### config.mk
export PLATFORM = sky130hd
export DESIGN_NAME = srfa_host_ctrl
export DESIGN_NICKNAME = d
export VERILOG_FILES = /design/src/core/srfa_spi_shift.v /design/src/core/srfa_host_ctrl.v
export VERILOG_INCLUDE_DIRS = /design/src /design/src/include
export SDC_FILE = /design/constraint.sdc
export NUM_CORES = 1
export LEC_CHECK = 0
export ABC_AREA = 0
export ABC_CLOCK_PERIOD_IN_PS = 3350
export BUFFER_PORTS_ARGS = -buffer_cell sky130_fd_sc_hd__buf_2
export CAP_MARGIN = 20
export CORE_ASPECT_RATIO = 0.5
export CORE_MARGIN = 2
export CORE_UTILIZATION = 55
export CTS_CLUSTER_SIZE = 24
export DETAILED_ROUTE_END_ITERATION = 8
export PLACE_DENSITY = 0.72
export SKIP_CTS_REPAIR_TIMING = 1
export SLEW_MARGIN = 20
export SYNTH_ARGS = -nofsm -noshare
export SYNTH_HDL_FRONTEND = slang
export SYNTH_SLANG_ARGS = --single-unit
export TNS_END_PERCENT = 30
### constraint.sdc
create_clock -name sys_clk -period 3.35 [get_ports sys_clk]
set_input_delay 0.67 -clock sys_clk [delete_from_list [all_inputs] [get_ports sys_clk]]
set_output_delay 0.67 -clock sys_clk [all_outputs]
set_load 0.03 [all_outputs]
### src/include/srfa_defs.vh
`ifndef SRFA_DEFS_VH
`define SRFA_DEFS_VH

// ==========================================================
// Frame layout
// ==========================================================
`define SRFA_ADDR_W        15
`define SRFA_DATA_W        8
`define SRFA_FRAME_BITS    24
`define SRFA_FRAME_LAST    5'd23
`define SRFA_INSTR_LAST    5'd15
`define SRFA_RW_READ       1'b1
`define SRFA_RW_WRITE      1'b0

// ==========================================================
// Operation codes
// ==========================================================
`define SRFA_OP_BATCH_READ  2'h0
`define SRFA_OP_FIELD_WRITE 2'h1
`define SRFA_OP_FIELD_READ  2'h2

// ==========================================================
// List sizes and field limits
// ==========================================================
`define SRFA_LIST_DEPTH    16
`define SRFA_LIST_MAX      5'h10
`define SRFA_POS_MAX       4'h7

// ==========================================================
// Timing
// ==========================================================
`define SRFA_CLK_PERIOD_NS 10
`define SRFA_SCLK_HALF_NS  20
`define SRFA_SCLK_HALF_CYC ((`SRFA_SCLK_HALF_NS + `SRFA_CLK_PERIOD_NS - 1) / `SRFA_CLK_PERIOD_NS)

`endif

### src/core/srfa_spi_shift.v
`timescale 1ns/1ps
`include "srfa_defs.vh"

module srfa_spi_shift (
   input  wire        sys_clk,      // System clock
   input  wire        sys_rst,      // Synchronous reset, high
   input  wire        start,        // Start one frame
   input  wire        start_rd,     // Frame is a read
   input  wire [14:0] start_addr,   // Register address
   input  wire [7:0]  start_wdata,  // Write data byte
   input  wire        mode_3wire,   // 3-wire wiring selected
   input  wire        sdio_in,      // Data pin level
   input  wire        sdo_in,       // Separate output pin of device
   output reg         sclk_r,       // Serial clock
   output reg         csb_r,        // Chip select, low active
   output reg         sdio_out_r,   // Data pin drive value
   output reg         sdio_oe_n_r,  // Data pin enable, low drives
   output reg         done_r,       // Frame finished pulse
   output reg  [7:0]  rdata_r       // Byte read in last frame
);

   localparam integer HALF_LAST_I = `SRFA_SCLK_HALF_CYC - 1;
   localparam [3:0]   HALF_LAST   = HALF_LAST_I[3:0];

   reg        active_r;
   reg [23:0] tx_r;
   reg [7:0]  rx_r;
   reg [4:0]  bit_r;
   reg [3:0]  div_r;
   reg        rd_r;

   // ==========================================================
   // Frame shifter: change on falling edge, sample on rising
   // ==========================================================
   always @(posedge sys_clk) begin
      if (sys_rst) begin
         active_r    <= 1'b0;
         tx_r        <= 24'h000000;
         rx_r        <= 8'h00;
         bit_r       <= 5'h00;
         div_r       <= 4'h0;
         rd_r        <= 1'b0;
         sclk_r      <= 1'b0;
         csb_r       <= 1'b1;
         sdio_out_r  <= 1'b0;
         sdio_oe_n_r <= 1'b1;
         done_r      <= 1'b0;
         rdata_r     <= 8'h00;
      end else begin
         done_r <= 1'b0;
         if (!active_r) begin
            if (start) begin
               active_r    <= 1'b1;
               csb_r       <= 1'b0;
               // Read/write flag on top of 15-bit address, one data byte
               tx_r        <= {start_rd, start_addr, start_wdata};   // [RULE1] [RULE2]
               sdio_out_r  <= start_rd;
               sdio_oe_n_r <= 1'b0;
               bit_r       <= 5'h00;
               div_r       <= 4'h0;
               rd_r        <= start_rd;
            end
         end else if (div_r == HALF_LAST) begin
            div_r <= 4'h0;
            if (!sclk_r) begin
               sclk_r <= 1'b1;
               // Read pin follows the wiring mode
               rx_r   <= {rx_r[6:0], mode_3wire ? sdio_in : sdo_in};  // [RULE12]
            end else begin
               sclk_r <= 1'b0;
               if (bit_r == `SRFA_FRAME_LAST) begin
                  active_r    <= 1'b0;
                  csb_r       <= 1'b1;
                  sdio_oe_n_r <= 1'b1;
                  done_r      <= 1'b1;
                  rdata_r     <= rx_r;
               end else begin
                  bit_r       <= bit_r + 5'h01;
                  tx_r        <= {tx_r[22:0], 1'b0};
                  sdio_out_r  <= tx_r[22];
                  // Release shared pin for read data in 3-wire mode
                  sdio_oe_n_r <= rd_r && mode_3wire && (bit_r >= `SRFA_INSTR_LAST);  // [RULE12]
               end
            end
         end else begin
            div_r <= div_r + 4'h1;
         end
      end
   end

endmodule // srfa_spi_shift

### src/core/srfa_host_ctrl.v
`timescale 1ns/1ps
`include "srfa_defs.vh"

// Function
// RULE1 - Each access carries a 15-bit register address and moves exactly one 8-bit byte.
// RULE2 - The instruction MSB is the read/write flag, so an address wider than 15 bits is refused.
// RULE3 - A batched read stores the byte of each listed address at the same list index.
// RULE4 - A batched read performs exactly as many reads as the given count.
// RULE5 - A batched read is carried out as separate single-register reads, one per entry.
// RULE6 - A field write reads the whole byte, changes only the field bits and writes it back to the same address.
// RULE7 - The new byte is the old byte with mask bits cleared, ORed with the shifted field value limited to the mask.
// RULE8 - The field position is limited to 0 through 7.
// RULE9 - A field read is a single register read with no write.
// RULE10 - A field read returns the masked byte shifted right by the field position.
// RULE11 - The mask is applied to the full byte read before extraction or modification.
// RULE12 - Controller and device use the same 3-wire or 4-wire wiring mode.
// RULE13 - Each operation reports success or error, and the next one is accepted only after that.
module srfa_host_ctrl (
   input  wire        sys_clk,             // System clock, 100 MHz
   input  wire        sys_rst,             // Synchronous reset, high
   input  wire        mode_3wire,          // 1: 3-wire, 0: 4-wire
   input  wire        cmd_valid,           // Operation request
   input  wire [1:0]  cmd_op,              // Operation code
   input  wire [15:0] cmd_addr,            // Register address, field ops
   input  wire [4:0]  cmd_count,           // Batched read count
   input  wire [7:0]  field_value,         // New field value
   input  wire [7:0]  field_mask,          // Field mask
   input  wire [3:0]  field_lsb_position,  // Field LSB index
   input  wire        list_wr_en,          // Address list write
   input  wire [3:0]  list_wr_idx,         // Address list index
   input  wire [15:0] list_wr_addr,        // Address list entry
   input  wire [3:0]  res_rd_idx,          // Result list index
   input  wire        spi_sdio_in,         // Data pin level
   input  wire        spi_sdo,             // Device output pin, 4-wire
   output reg         cmd_ready_r,         // Ready for a request
   output reg         op_done_r,           // Status pulse
   output reg         op_err_r,            // Error with status pulse
   output reg  [7:0]  field_value_out_r,   // Extracted field
   output reg  [7:0]  res_rd_data_r,       // Result list byte
   output wire        spi_sclk,            // Serial clock
   output wire        spi_csb,             // Chip select, low
   output wire        spi_sdio_out,        // Data pin drive value
   output wire        spi_sdio_oe_n        // Data pin enable, low drives
);

   localparam [4:0] ST_IDLE  = 5'h01;
   localparam [4:0] ST_READ  = 5'h02;
   localparam [4:0] ST_RWAIT = 5'h04;
   localparam [4:0] ST_WRITE = 5'h08;
   localparam [4:0] ST_WWAIT = 5'h10;

   reg [15:0] addr_mem [0:`SRFA_LIST_DEPTH-1];
   reg [7:0]  res_mem  [0:`SRFA_LIST_DEPTH-1];
   reg [4:0]  state_r;
   reg [1:0]  op_r;
   reg [4:0]  idx_r;
   reg [4:0]  cnt_r;
   reg [14:0] addr_r;
   reg [7:0]  fval_r;
   reg [7:0]  mask_r;
   reg [2:0]  pos_r;
   reg        spi_start_r;
   reg        spi_rd_r;
   reg [14:0] spi_addr_r;
   reg [7:0]  spi_wdata_r;
   reg        cmd_bad;

   wire       spi_done;
   wire [7:0] spi_rdata;
   wire [15:0] list_addr = addr_mem[idx_r[3:0]];

   // ==========================================================
   // Address list and result list
   // ==========================================================
   // List loading and result readout
   always @(posedge sys_clk) begin
      if (list_wr_en) begin
         addr_mem[list_wr_idx] <= list_wr_addr;
      end
      res_rd_data_r <= res_mem[res_rd_idx];
   end

   // Request checks
   always @* begin
      cmd_bad = 1'b0;
      case (cmd_op)
         `SRFA_OP_BATCH_READ: begin
            cmd_bad = (cmd_count == 5'h00) || (cmd_count > `SRFA_LIST_MAX);   // [RULE4]
         end
         `SRFA_OP_FIELD_WRITE, `SRFA_OP_FIELD_READ: begin
            cmd_bad = cmd_addr[15] || (field_lsb_position > `SRFA_POS_MAX);  // [RULE2] [RULE8]
         end
         default: begin
            cmd_bad = 1'b1;
         end
      endcase
   end

   // ==========================================================
   // Operation sequencer
   // ==========================================================
   always @(posedge sys_clk) begin
      if (sys_rst) begin
         state_r           <= ST_IDLE;
         op_r              <= `SRFA_OP_BATCH_READ;
         idx_r             <= 5'h00;
         cnt_r             <= 5'h00;
         addr_r            <= 15'h0000;
         fval_r            <= 8'h00;
         mask_r            <= 8'h00;
         pos_r             <= 3'h0;
         spi_start_r       <= 1'b0;
         spi_rd_r          <= 1'b0;
         spi_addr_r        <= 15'h0000;
         spi_wdata_r       <= 8'h00;
         cmd_ready_r       <= 1'b1;
         op_done_r         <= 1'b0;
         op_err_r          <= 1'b0;
         field_value_out_r <= 8'h00;
      end else begin
         op_done_r   <= 1'b0;
         spi_start_r <= 1'b0;
         case (state_r)
            ST_IDLE: begin
               if (cmd_valid && cmd_ready_r) begin
                  op_r   <= cmd_op;
                  idx_r  <= 5'h00;
                  cnt_r  <= cmd_count;
                  addr_r <= cmd_addr[14:0];
                  fval_r <= field_value;
                  mask_r <= field_mask;
                  pos_r  <= field_lsb_position[2:0];
                  op_err_r <= cmd_bad;
                  if (cmd_bad) begin
                     // Refused request still gets a status
                     op_done_r <= 1'b1;                                   // [RULE13]
                  end else begin
                     cmd_ready_r <= 1'b0;                                 // [RULE13]
                     state_r     <= ST_READ;
                  end
               end
            end
            ST_READ: begin
               if (op_r == `SRFA_OP_BATCH_READ && list_addr[15]) begin
                  // List entry wider than 15 bits ends the batch
                  op_err_r    <= 1'b1;                                    // [RULE2]
                  op_done_r   <= 1'b1;
                  cmd_ready_r <= 1'b1;
                  state_r     <= ST_IDLE;
               end else begin
                  // One single-register read per entry or field op
                  spi_start_r <= 1'b1;                                    // [RULE5] [RULE9]
                  spi_rd_r    <= `SRFA_RW_READ;
                  spi_addr_r  <= (op_r == `SRFA_OP_BATCH_READ) ? list_addr[14:0] : addr_r;
                  state_r     <= ST_RWAIT;
               end
            end
            ST_RWAIT: begin
               if (spi_done) begin
                  case (op_r)
                     `SRFA_OP_BATCH_READ: begin
                        res_mem[idx_r[3:0]] <= spi_rdata;                 // [RULE3]
                        if (idx_r == cnt_r - 5'h01) begin
                           op_done_r   <= 1'b1;                           // [RULE4] [RULE13]
                           cmd_ready_r <= 1'b1;
                           state_r     <= ST_IDLE;
                        end else begin
                           idx_r   <= idx_r + 5'h01;
                           state_r <= ST_READ;
                        end
                     end
                     `SRFA_OP_FIELD_WRITE: begin
                        // Merge field into full byte read back
                        spi_wdata_r <= (spi_rdata & ~mask_r) | ((fval_r << pos_r) & mask_r);  // [RULE6] [RULE7] [RULE11]
                        state_r     <= ST_WRITE;
                     end
                     default: begin
                        // Extract field, no write issued
                        field_value_out_r <= (spi_rdata & mask_r) >> pos_r;  // [RULE10] [RULE11] [RULE9]
                        op_done_r         <= 1'b1;                        // [RULE13]
                        cmd_ready_r       <= 1'b1;
                        state_r           <= ST_IDLE;
                     end
                  endcase
               end
            end
            ST_WRITE: begin
               // Write back to the same address
               spi_start_r <= 1'b1;                                       // [RULE6]
               spi_rd_r    <= `SRFA_RW_WRITE;
               spi_addr_r  <= addr_r;
               state_r     <= ST_WWAIT;
            end
            ST_WWAIT: begin
               if (spi_done) begin
                  op_done_r   <= 1'b1;                                    // [RULE13]
                  cmd_ready_r <= 1'b1;
                  state_r     <= ST_IDLE;
               end
            end
            default: begin
               state_r     <= ST_IDLE;
               cmd_ready_r <= 1'b1;
            end
         endcase
      end
   end

   // ==========================================================
   // Serial frame engine
   // ==========================================================
   srfa_spi_shift u_shift (
      .sys_clk     (sys_clk),
      .sys_rst     (sys_rst),
      .start       (spi_start_r),
      .start_rd    (spi_rd_r),
      .start_addr  (spi_addr_r),
      .start_wdata (spi_wdata_r),
      .mode_3wire  (mode_3wire),
      .sdio_in     (spi_sdio_in),
      .sdo_in      (spi_sdo),
      .sclk_r      (spi_sclk),
      .csb_r       (spi_csb),
      .sdio_out_r  (spi_sdio_out),
      .sdio_oe_n_r (spi_sdio_oe_n),
      .done_r      (spi_done),
      .rdata_r     (spi_rdata)
   );

endmodule // srfa_host_ctrl

==> results of run 1 <==
-- power by group through the flow --
| stage | logic [mW] | clock network (mW) | registers (mW) |
|---|---|---|---|
| floorplan | 0.904 | 0 | 7.63 |
| global route | 1.42 | 5.40 | 7.57 |
| global placement | 1.25 | 0 | 7.68 |
| CTS | 1.29 | 5.14 | 7.55 |
| detailed placement | 1.29 | 0 | 7.69 |
| finish | 1.30 | 5.06 | 7.55 |
-- worst min-delay path: cells and delay by family --
family | cells | cell delay, ns
compound gates | 1 | 0.05
simple gates | 1 | 0.04
buf+inv | 1 | 0.09
-- layer usage --
layer,share of wire,track usage,wire length (um)
met2,0.49,0.3919,22950
met5,0.00032,0,15
met1,0.43,0.3342,20270
met4,0.013,0.04344,599
met3,0.060,0.03837,2799
-- metrics by stage --
| stage | cells | setup WS (ns) | hold WS (ns) | utilization | instance area, um^2 |
|---|---|---|---|---|---|
| after floorplan | 1378 | 0.6249 | 0.4313 | - | 21360 |
| after global placement | 1954 | 0.7919 | 0.4388 | 0.5936 | 22470 |
| after detailed placement | 1954 | 0.7579 | 0.4537 | 0.5936 | 22470 |
| after CTS | 2034 | 0.6736 | 0.3298 | 0.6301 | 23850 |
| after global routing | 2034 | 0.5114 | 0.3456 | 0.6301 | 23850 |
| final | 2034 | 0.6787 | 0.3456 | 0.6301 | 23850 |
-- kinds of logic (layout without fill, tap and decap cells) --
kind of cell | Yosys count | in the layout | synth area share
AO/OA/AOI/OAI | 180 | 180 | 0.05079
XOR/XNOR | 12 | 12 | 0.004920
adder cells (fa/ha/maj) | 11 | 11 | 0.006443
buffers and inverters | 96 | 232 | 0.02109
flip-flops | 538 | 538 | 0.6842
multiplexers | 196 | 196 | 0.1599
AND/OR/NAND/NOR | 345 | 345 | 0.07269
-- final timing paths --
| path | startpoint | to | slack [ns] | cells after the start |
|---|---|---|---|---|
| min | field_mask[3] | mask_r[3] | 0.35 | 3 |
| min reg2reg | addr_r[2] | addr_r[2] | 0.46 | 2 |
| max | state_r[0] | res_mem[6][2] | 0.68 | 5 |
| max reg2reg | state_r[0] | res_mem[6][2] | 0.68 | 5 |
-- layout by cell type, fill, tap and decap left out, types with 4 or more instances in the layout --
cell type,instances
nor2_1,106
a211oi_1,30
nor3_2,6
nor4_1,6
nand2_1,130
clkbuf_16,46
a21oi_1,99
buf_4,43
buf_2,95
o31ai_1,17
or3_1,5
clkinv_1,9
clkbuf_1,18
o21ai_0,13
xnor2_1,5
mux4_2,116
mux2i_1,78
nand3b_1,11
nor2b_1,4
inv_1,12
edfxtp_1,384
dfxtp_1,152
xor2_1,7
ha_1,11
nand3_1,17
o22ai_1,5
nor3_1,23
nand2b_1,16
-- state kept, by name (all words and copies together), names as in the netlist, 2 cells and up, named ones only --
register           count
u_shift.bit_r          5
fval_r                 8
cnt_r                  5
addr_r                15
spi_addr_r            15
u_shift.rx_r           8
res_rd_data_r          8
spi_wdata_r            8
u_shift.div_r          4
u_shift.rdata_r        8
idx_r                  5
addr_mem             256
op_r                   2
res_mem              128
mask_r                 8
pos_r                  3
u_shift.tx_r          23
field_value_out_r      8
state_r                5
-- cell type report --
| type | count | area share |
|---|---|---|
| Timing Repair Buffer | 139 | 0.03431 |
| Clock buffer | 65 | 0.05168 |
| Sequential cell | 538 | 0.6130 |
| Tap cell | 520 | 0.02728 |
| Clock inverter | 15 | 0.006348 |
| Inverter | 13 | 0.002046 |
| Multi-Input combinational cell | 744 | 0.2654 |
==> qor.csv, run 1 <==
metric,value,unit
setup TNS,0,ns
RePlAce Congestion,0.8339,
CP max FO,8,
post-DP HPWL,28.55,mm
share of the synthesized area in the top cell type,0.5398,
clock buffer depth,3,
critical path capture point type,register,
Peak VDD IR,325.9,uV
TritonCTS clock tree,built,
most frequent cell after synthesis,edfxtp_1,
Final Hold Fails,0,
Die ar.,0.04053,mm^2
largest net degree at the start of global routing,97,
RSZ-0062 raised after global routing,no,
diode count,0,
Tcrit/Tclk final,0.7974,
clk_lat worst skew,0.56,ns
part of the power in registers,0.543,
Fmax,0.3743,GHz
first-pass GRT wire length,71.66,mm
Area Growth Syn to Fin,11.65,%
core region area,0.03785,mm^2
clk root buf,clkbuf_16,
cell taking the most area after synthesis,edfxtp_1,
depth of the CTS H-tree,2,
WP data arrival,2.85,ns
top cells by instance count after synthesis,"384 x edfxtp_1, 154 x dfxtp_1, 130 x nand2_1",
Die Ht,143.4,um
Via density,6.004,
wire per inst,22.93,um
critical path cell sequence,"or3_1, nor3_2, and3_1, nand2_1, nor2_1",
DRT iter0 DRCs,1368,
"Max stage delay cell, worst path",nor2_1,
Max Cap Viol,0,
switching power,3.293,mW
Buf/Inv on CP,0,
IO Count,97,
largest cells by area after synthesis,"edfxtp_1 54%, dfxtp_1 14%, mux4_2 12%",
Pre-antenna DRT Iters,6,
Synthesis Warnings,0,
Synth Net Count,1463,
CTS buffer count,45,
Post-Syn Area,0.02136,mm^2
"FF+latch count, synth",538,
PD cells,583.2,mW/mm^2
drt total wl,46.63,mm
Chip Width,282.7,um
# setup viols final,0,
Clk pwr share,0.364,
crit start category,register,
Port Buffers,96,
Worst path top cell family by delay,simple AND/OR/NAND/NOR gates,
slew margin rel.,0.3687,
dominant synthesized flop cell,edfxtp_1,
Least-Margin Pin Slew,0.9435,ns
Fillers,2620,
Antenna Nets Post-Route,0,
Setup CP Type,reg2reg,
Power Total,13.91,mW
fin crit period,2.671,ns
Comb pwr share,0.093,
Initial Util,0.5644,
Yosys cell types,55,
CP required,3.52,ns
Sw Ratio,0.2367,
Synth Instances,1378,
Post-synth EDFFs,384,
FP Rows,50,
initial antenna violation count,1,
status,completed,
CP peak stage delay,0.76,ns
Hold Path Class,in2reg,
static leakage,7.799,nW
clk sinks,538,
post-synthesis sequential area ratio,0.6842,
Max Slew Vio Count,0,
multi-input logic area,0.006329,mm^2
DRC violations left,0,
Synth async-reset ratio,0,
final setup skew,0.01623,ns
overall routing resource usage,0.2351,
vias in the first global route,12140,
storage element area,0.01462,mm^2
"CTS clk-pin slew, worst paths",0.07,ns
total gr overflow,0,
synthesized area per cell,15.50,um^2
share of cells above drive strength 1,0.2166,
routed vias,12210,
nets,1566,
Int Pwr,10.62,mW
No activity file was read; power rests on OpenSTA's default activity.
==> run 2: changes to the inputs <==
ABC_CLOCK_PERIOD_IN_PS = 2700   (was 3350)
clock period = 2.7 ns   (was 3.35 ns; I/O delays follow)
==> run 2 against run 1 <==
Effect of this change:
- count of clock-buffer cells in the layout shrank 4
- design area grew 1.4%
- utilization grew 0.87 points
- hold slack lost 0.13 ns
- first-iteration DRC count shrank 9.2%
- largest power group unchanged
- non-clock buffer count grew 15
- global-route usage shrank 0.27 points
- cell count grew 0.88%
- highest routed layer is now met4
- clock power grew 33%
- worst setup slack lost 0.32 ns
- flip-flop and latch count is the same
==> qor.csv, run 2 (synthesis gave the netlist of run 1 again) <==
metric,value,unit
"Max stage delay cell, worst path",o311ai_2,
Final Hold Fails,0,
Fmax,0.4265,GHz
largest net degree at the start of global routing,120,
diode count,0,
r2r worst-path depth,8,
critical path capture point type,register,
Initial Util,0.5644,
CP peak stage delay,0.54,ns
crit start category,register,
# setup viols final,0,
clk root buf,clkbuf_16,
FP Rows,50,
Max Slew Vio Count,0,
Antenna Nets Post-Route,0,
Port Buffers,96,
CP required,3.18,ns
IO Count,97,
critical path cell sequence,"inv_1, ha_1, nand3b_1, a21boi_0, o311ai_2, nand3_1, or3_1, a21oi_1",
Pre-antenna DRT Iters,5,
nets,1582,
wire per inst,22.29,um
worst min-delay path startpoint,cmd_addr[13],
DRT iter0 DRCs,1242,
met2 wire len,22.89,mm
"commonest cells after routing, fill and taps aside","384 x edfxtp_1, 152 x dfxtp_1, 130 x nand2_1",
Hold Path Class,in2reg,
Power Total,17.70,mW
Sw Ratio,0.2344,
flip-flop count of the largest register after layout,256,
worst r2r src,cnt_r[0],
post-DP HPWL,27.35,mm
Tcrit/Tclk final,0.8684,
core region area,0.03785,mm^2
Die Ht,143.4,um
Int Pwr,13.55,mW
part of the power in registers,0.528,
"CTS clk-pin slew, worst paths",0.07,ns
Worst R2R End,idx_r[3],
clk_lat worst skew,0.56,ns
PD cells,732.0,mW/mm^2
drt total wl,45.73,mm
Clk pwr share,0.381,
DRT met1 WL,19.29,mm
hold path cells,3,
clk sinks,538,
fin crit period,2.345,ns
TritonCTS clock tree,built,
static leakage,7.974,nW
CP max FO,6,
initial antenna violation count,0,
Setup CP Type,reg2reg,
total gr overflow,0,
RSZ-0062 raised after global routing,no,
"most common cell after layout, fill and taps aside",edfxtp_1,
routed vias,12150,
Comb pwr share,0.091,
switching power,4.148,mW
first-pass GRT wire length,70.66,mm
Peak VDD IR,481.3,uV
overall routing resource usage,0.2324,
Via density,5.922,
final setup skew,0.01160,ns
Max Cap Viol,0,
depth of the CTS H-tree,2,
Chip Width,282.7,um
r2r setup slk,0.36,ns
clock buffer depth,3,
share of cells above drive strength 1,0.2324,
setup TNS,0,ns
highest routed layer,met4,
Area Growth Syn to Fin,13.19,%
RePlAce Congestion,0.8909,
DRC violations left,0,
slew margin rel.,0.4764,
Least-Margin Pin Slew,0.7843,ns
CTS buffer count,46,
WP data arrival,2.82,ns
DR WL met3,2.698,mm
status,completed,
Die ar.,0.04053,mm^2
Top reg by flops,addr_mem,
vias in the first global route,12240,
worst hold path endpoint,addr_r[13],
-- run 2: critical path, delay by kind of cell, from the launching register on --
family | cells | cell delay [ns]
compound gates | 3 | 0.83
buf+inv | 1 | 0.06
flops | 1 | 0.40
simple gates | 3 | 0.73
fa+ha+maj | 1 | 0.25
-- run 2: layout make-up --
class / instances / area, um^2
timing repair buffer: 154 / 1006
sequential: 538 / 14620
fill: 2613 / 13670
clock buffer: 61 / 1247
tap: 520 / 650.6
clock inverter: 22 / 277.8
multi-input combinational: 744 / 6329
inverter: 13 / 48.80
-- run 2: per-layer routing --
layer | track usage | up-vias
met5 | 0 | -
met4 | 0.05486 | 0
met3 | 0.03788 | 73
met2 | 0.3960 | 383
met1 | 0.3182 | 6159
li1 | - | 5537
-- run 2: how the worst max path moves through the flow --
| stage | from | end | slack [ns] |
|---|---|---|---|
| floorplan | list_wr_idx[3] | addr_mem[0][0] | 0.10 |
| global placement | cmd_count[0] | cmd_ready_r | 0.45 |
| detailed placement | cmd_count[0] | cmd_ready_r | 0.37 |
| CTS | cnt_r[0] | idx_r[3] | 0.35 |
| global route | u_shift.div_r[0] | u_shift.tx_r[16] | 0.03 |
| finish | cnt_r[0] | idx_r[3] | 0.36 |
-- run 2: power groups by stage --
stage                     registers (mW)  clock network [mW]  logic, mW
after floorplan                     9.47                   0       1.12
after global placement              9.50                   0       1.55
after detailed placement            9.51                   0       1.61
after CTS                           9.34                6.83       1.62
after global routing                9.37                7.16       1.78
final                               9.34                6.74       1.62
-- run 2: through the flow --
| step | instances | util | setup slack, ns | hold slack (ns) | cell area [um^2] |
|---|---|---|---|---|---|
| global placement | 1969 | 0.5985 | 0.4542 | 0.4425 | 22650 |
| detailed placement | 1969 | 0.5985 | 0.3744 | 0.4518 | 22650 |
| finish | 2052 | 0.6388 | 0.3554 | 0.2204 | 24180 |
| global route | 2052 | 0.6388 | 0.03361 | 0.2044 | 24180 |
| CTS | 2052 | 0.6388 | 0.3462 | 0.1964 | 24180 |
| floorplan | 1378 | - | 0.1049 | 0.4313 | 21360 |
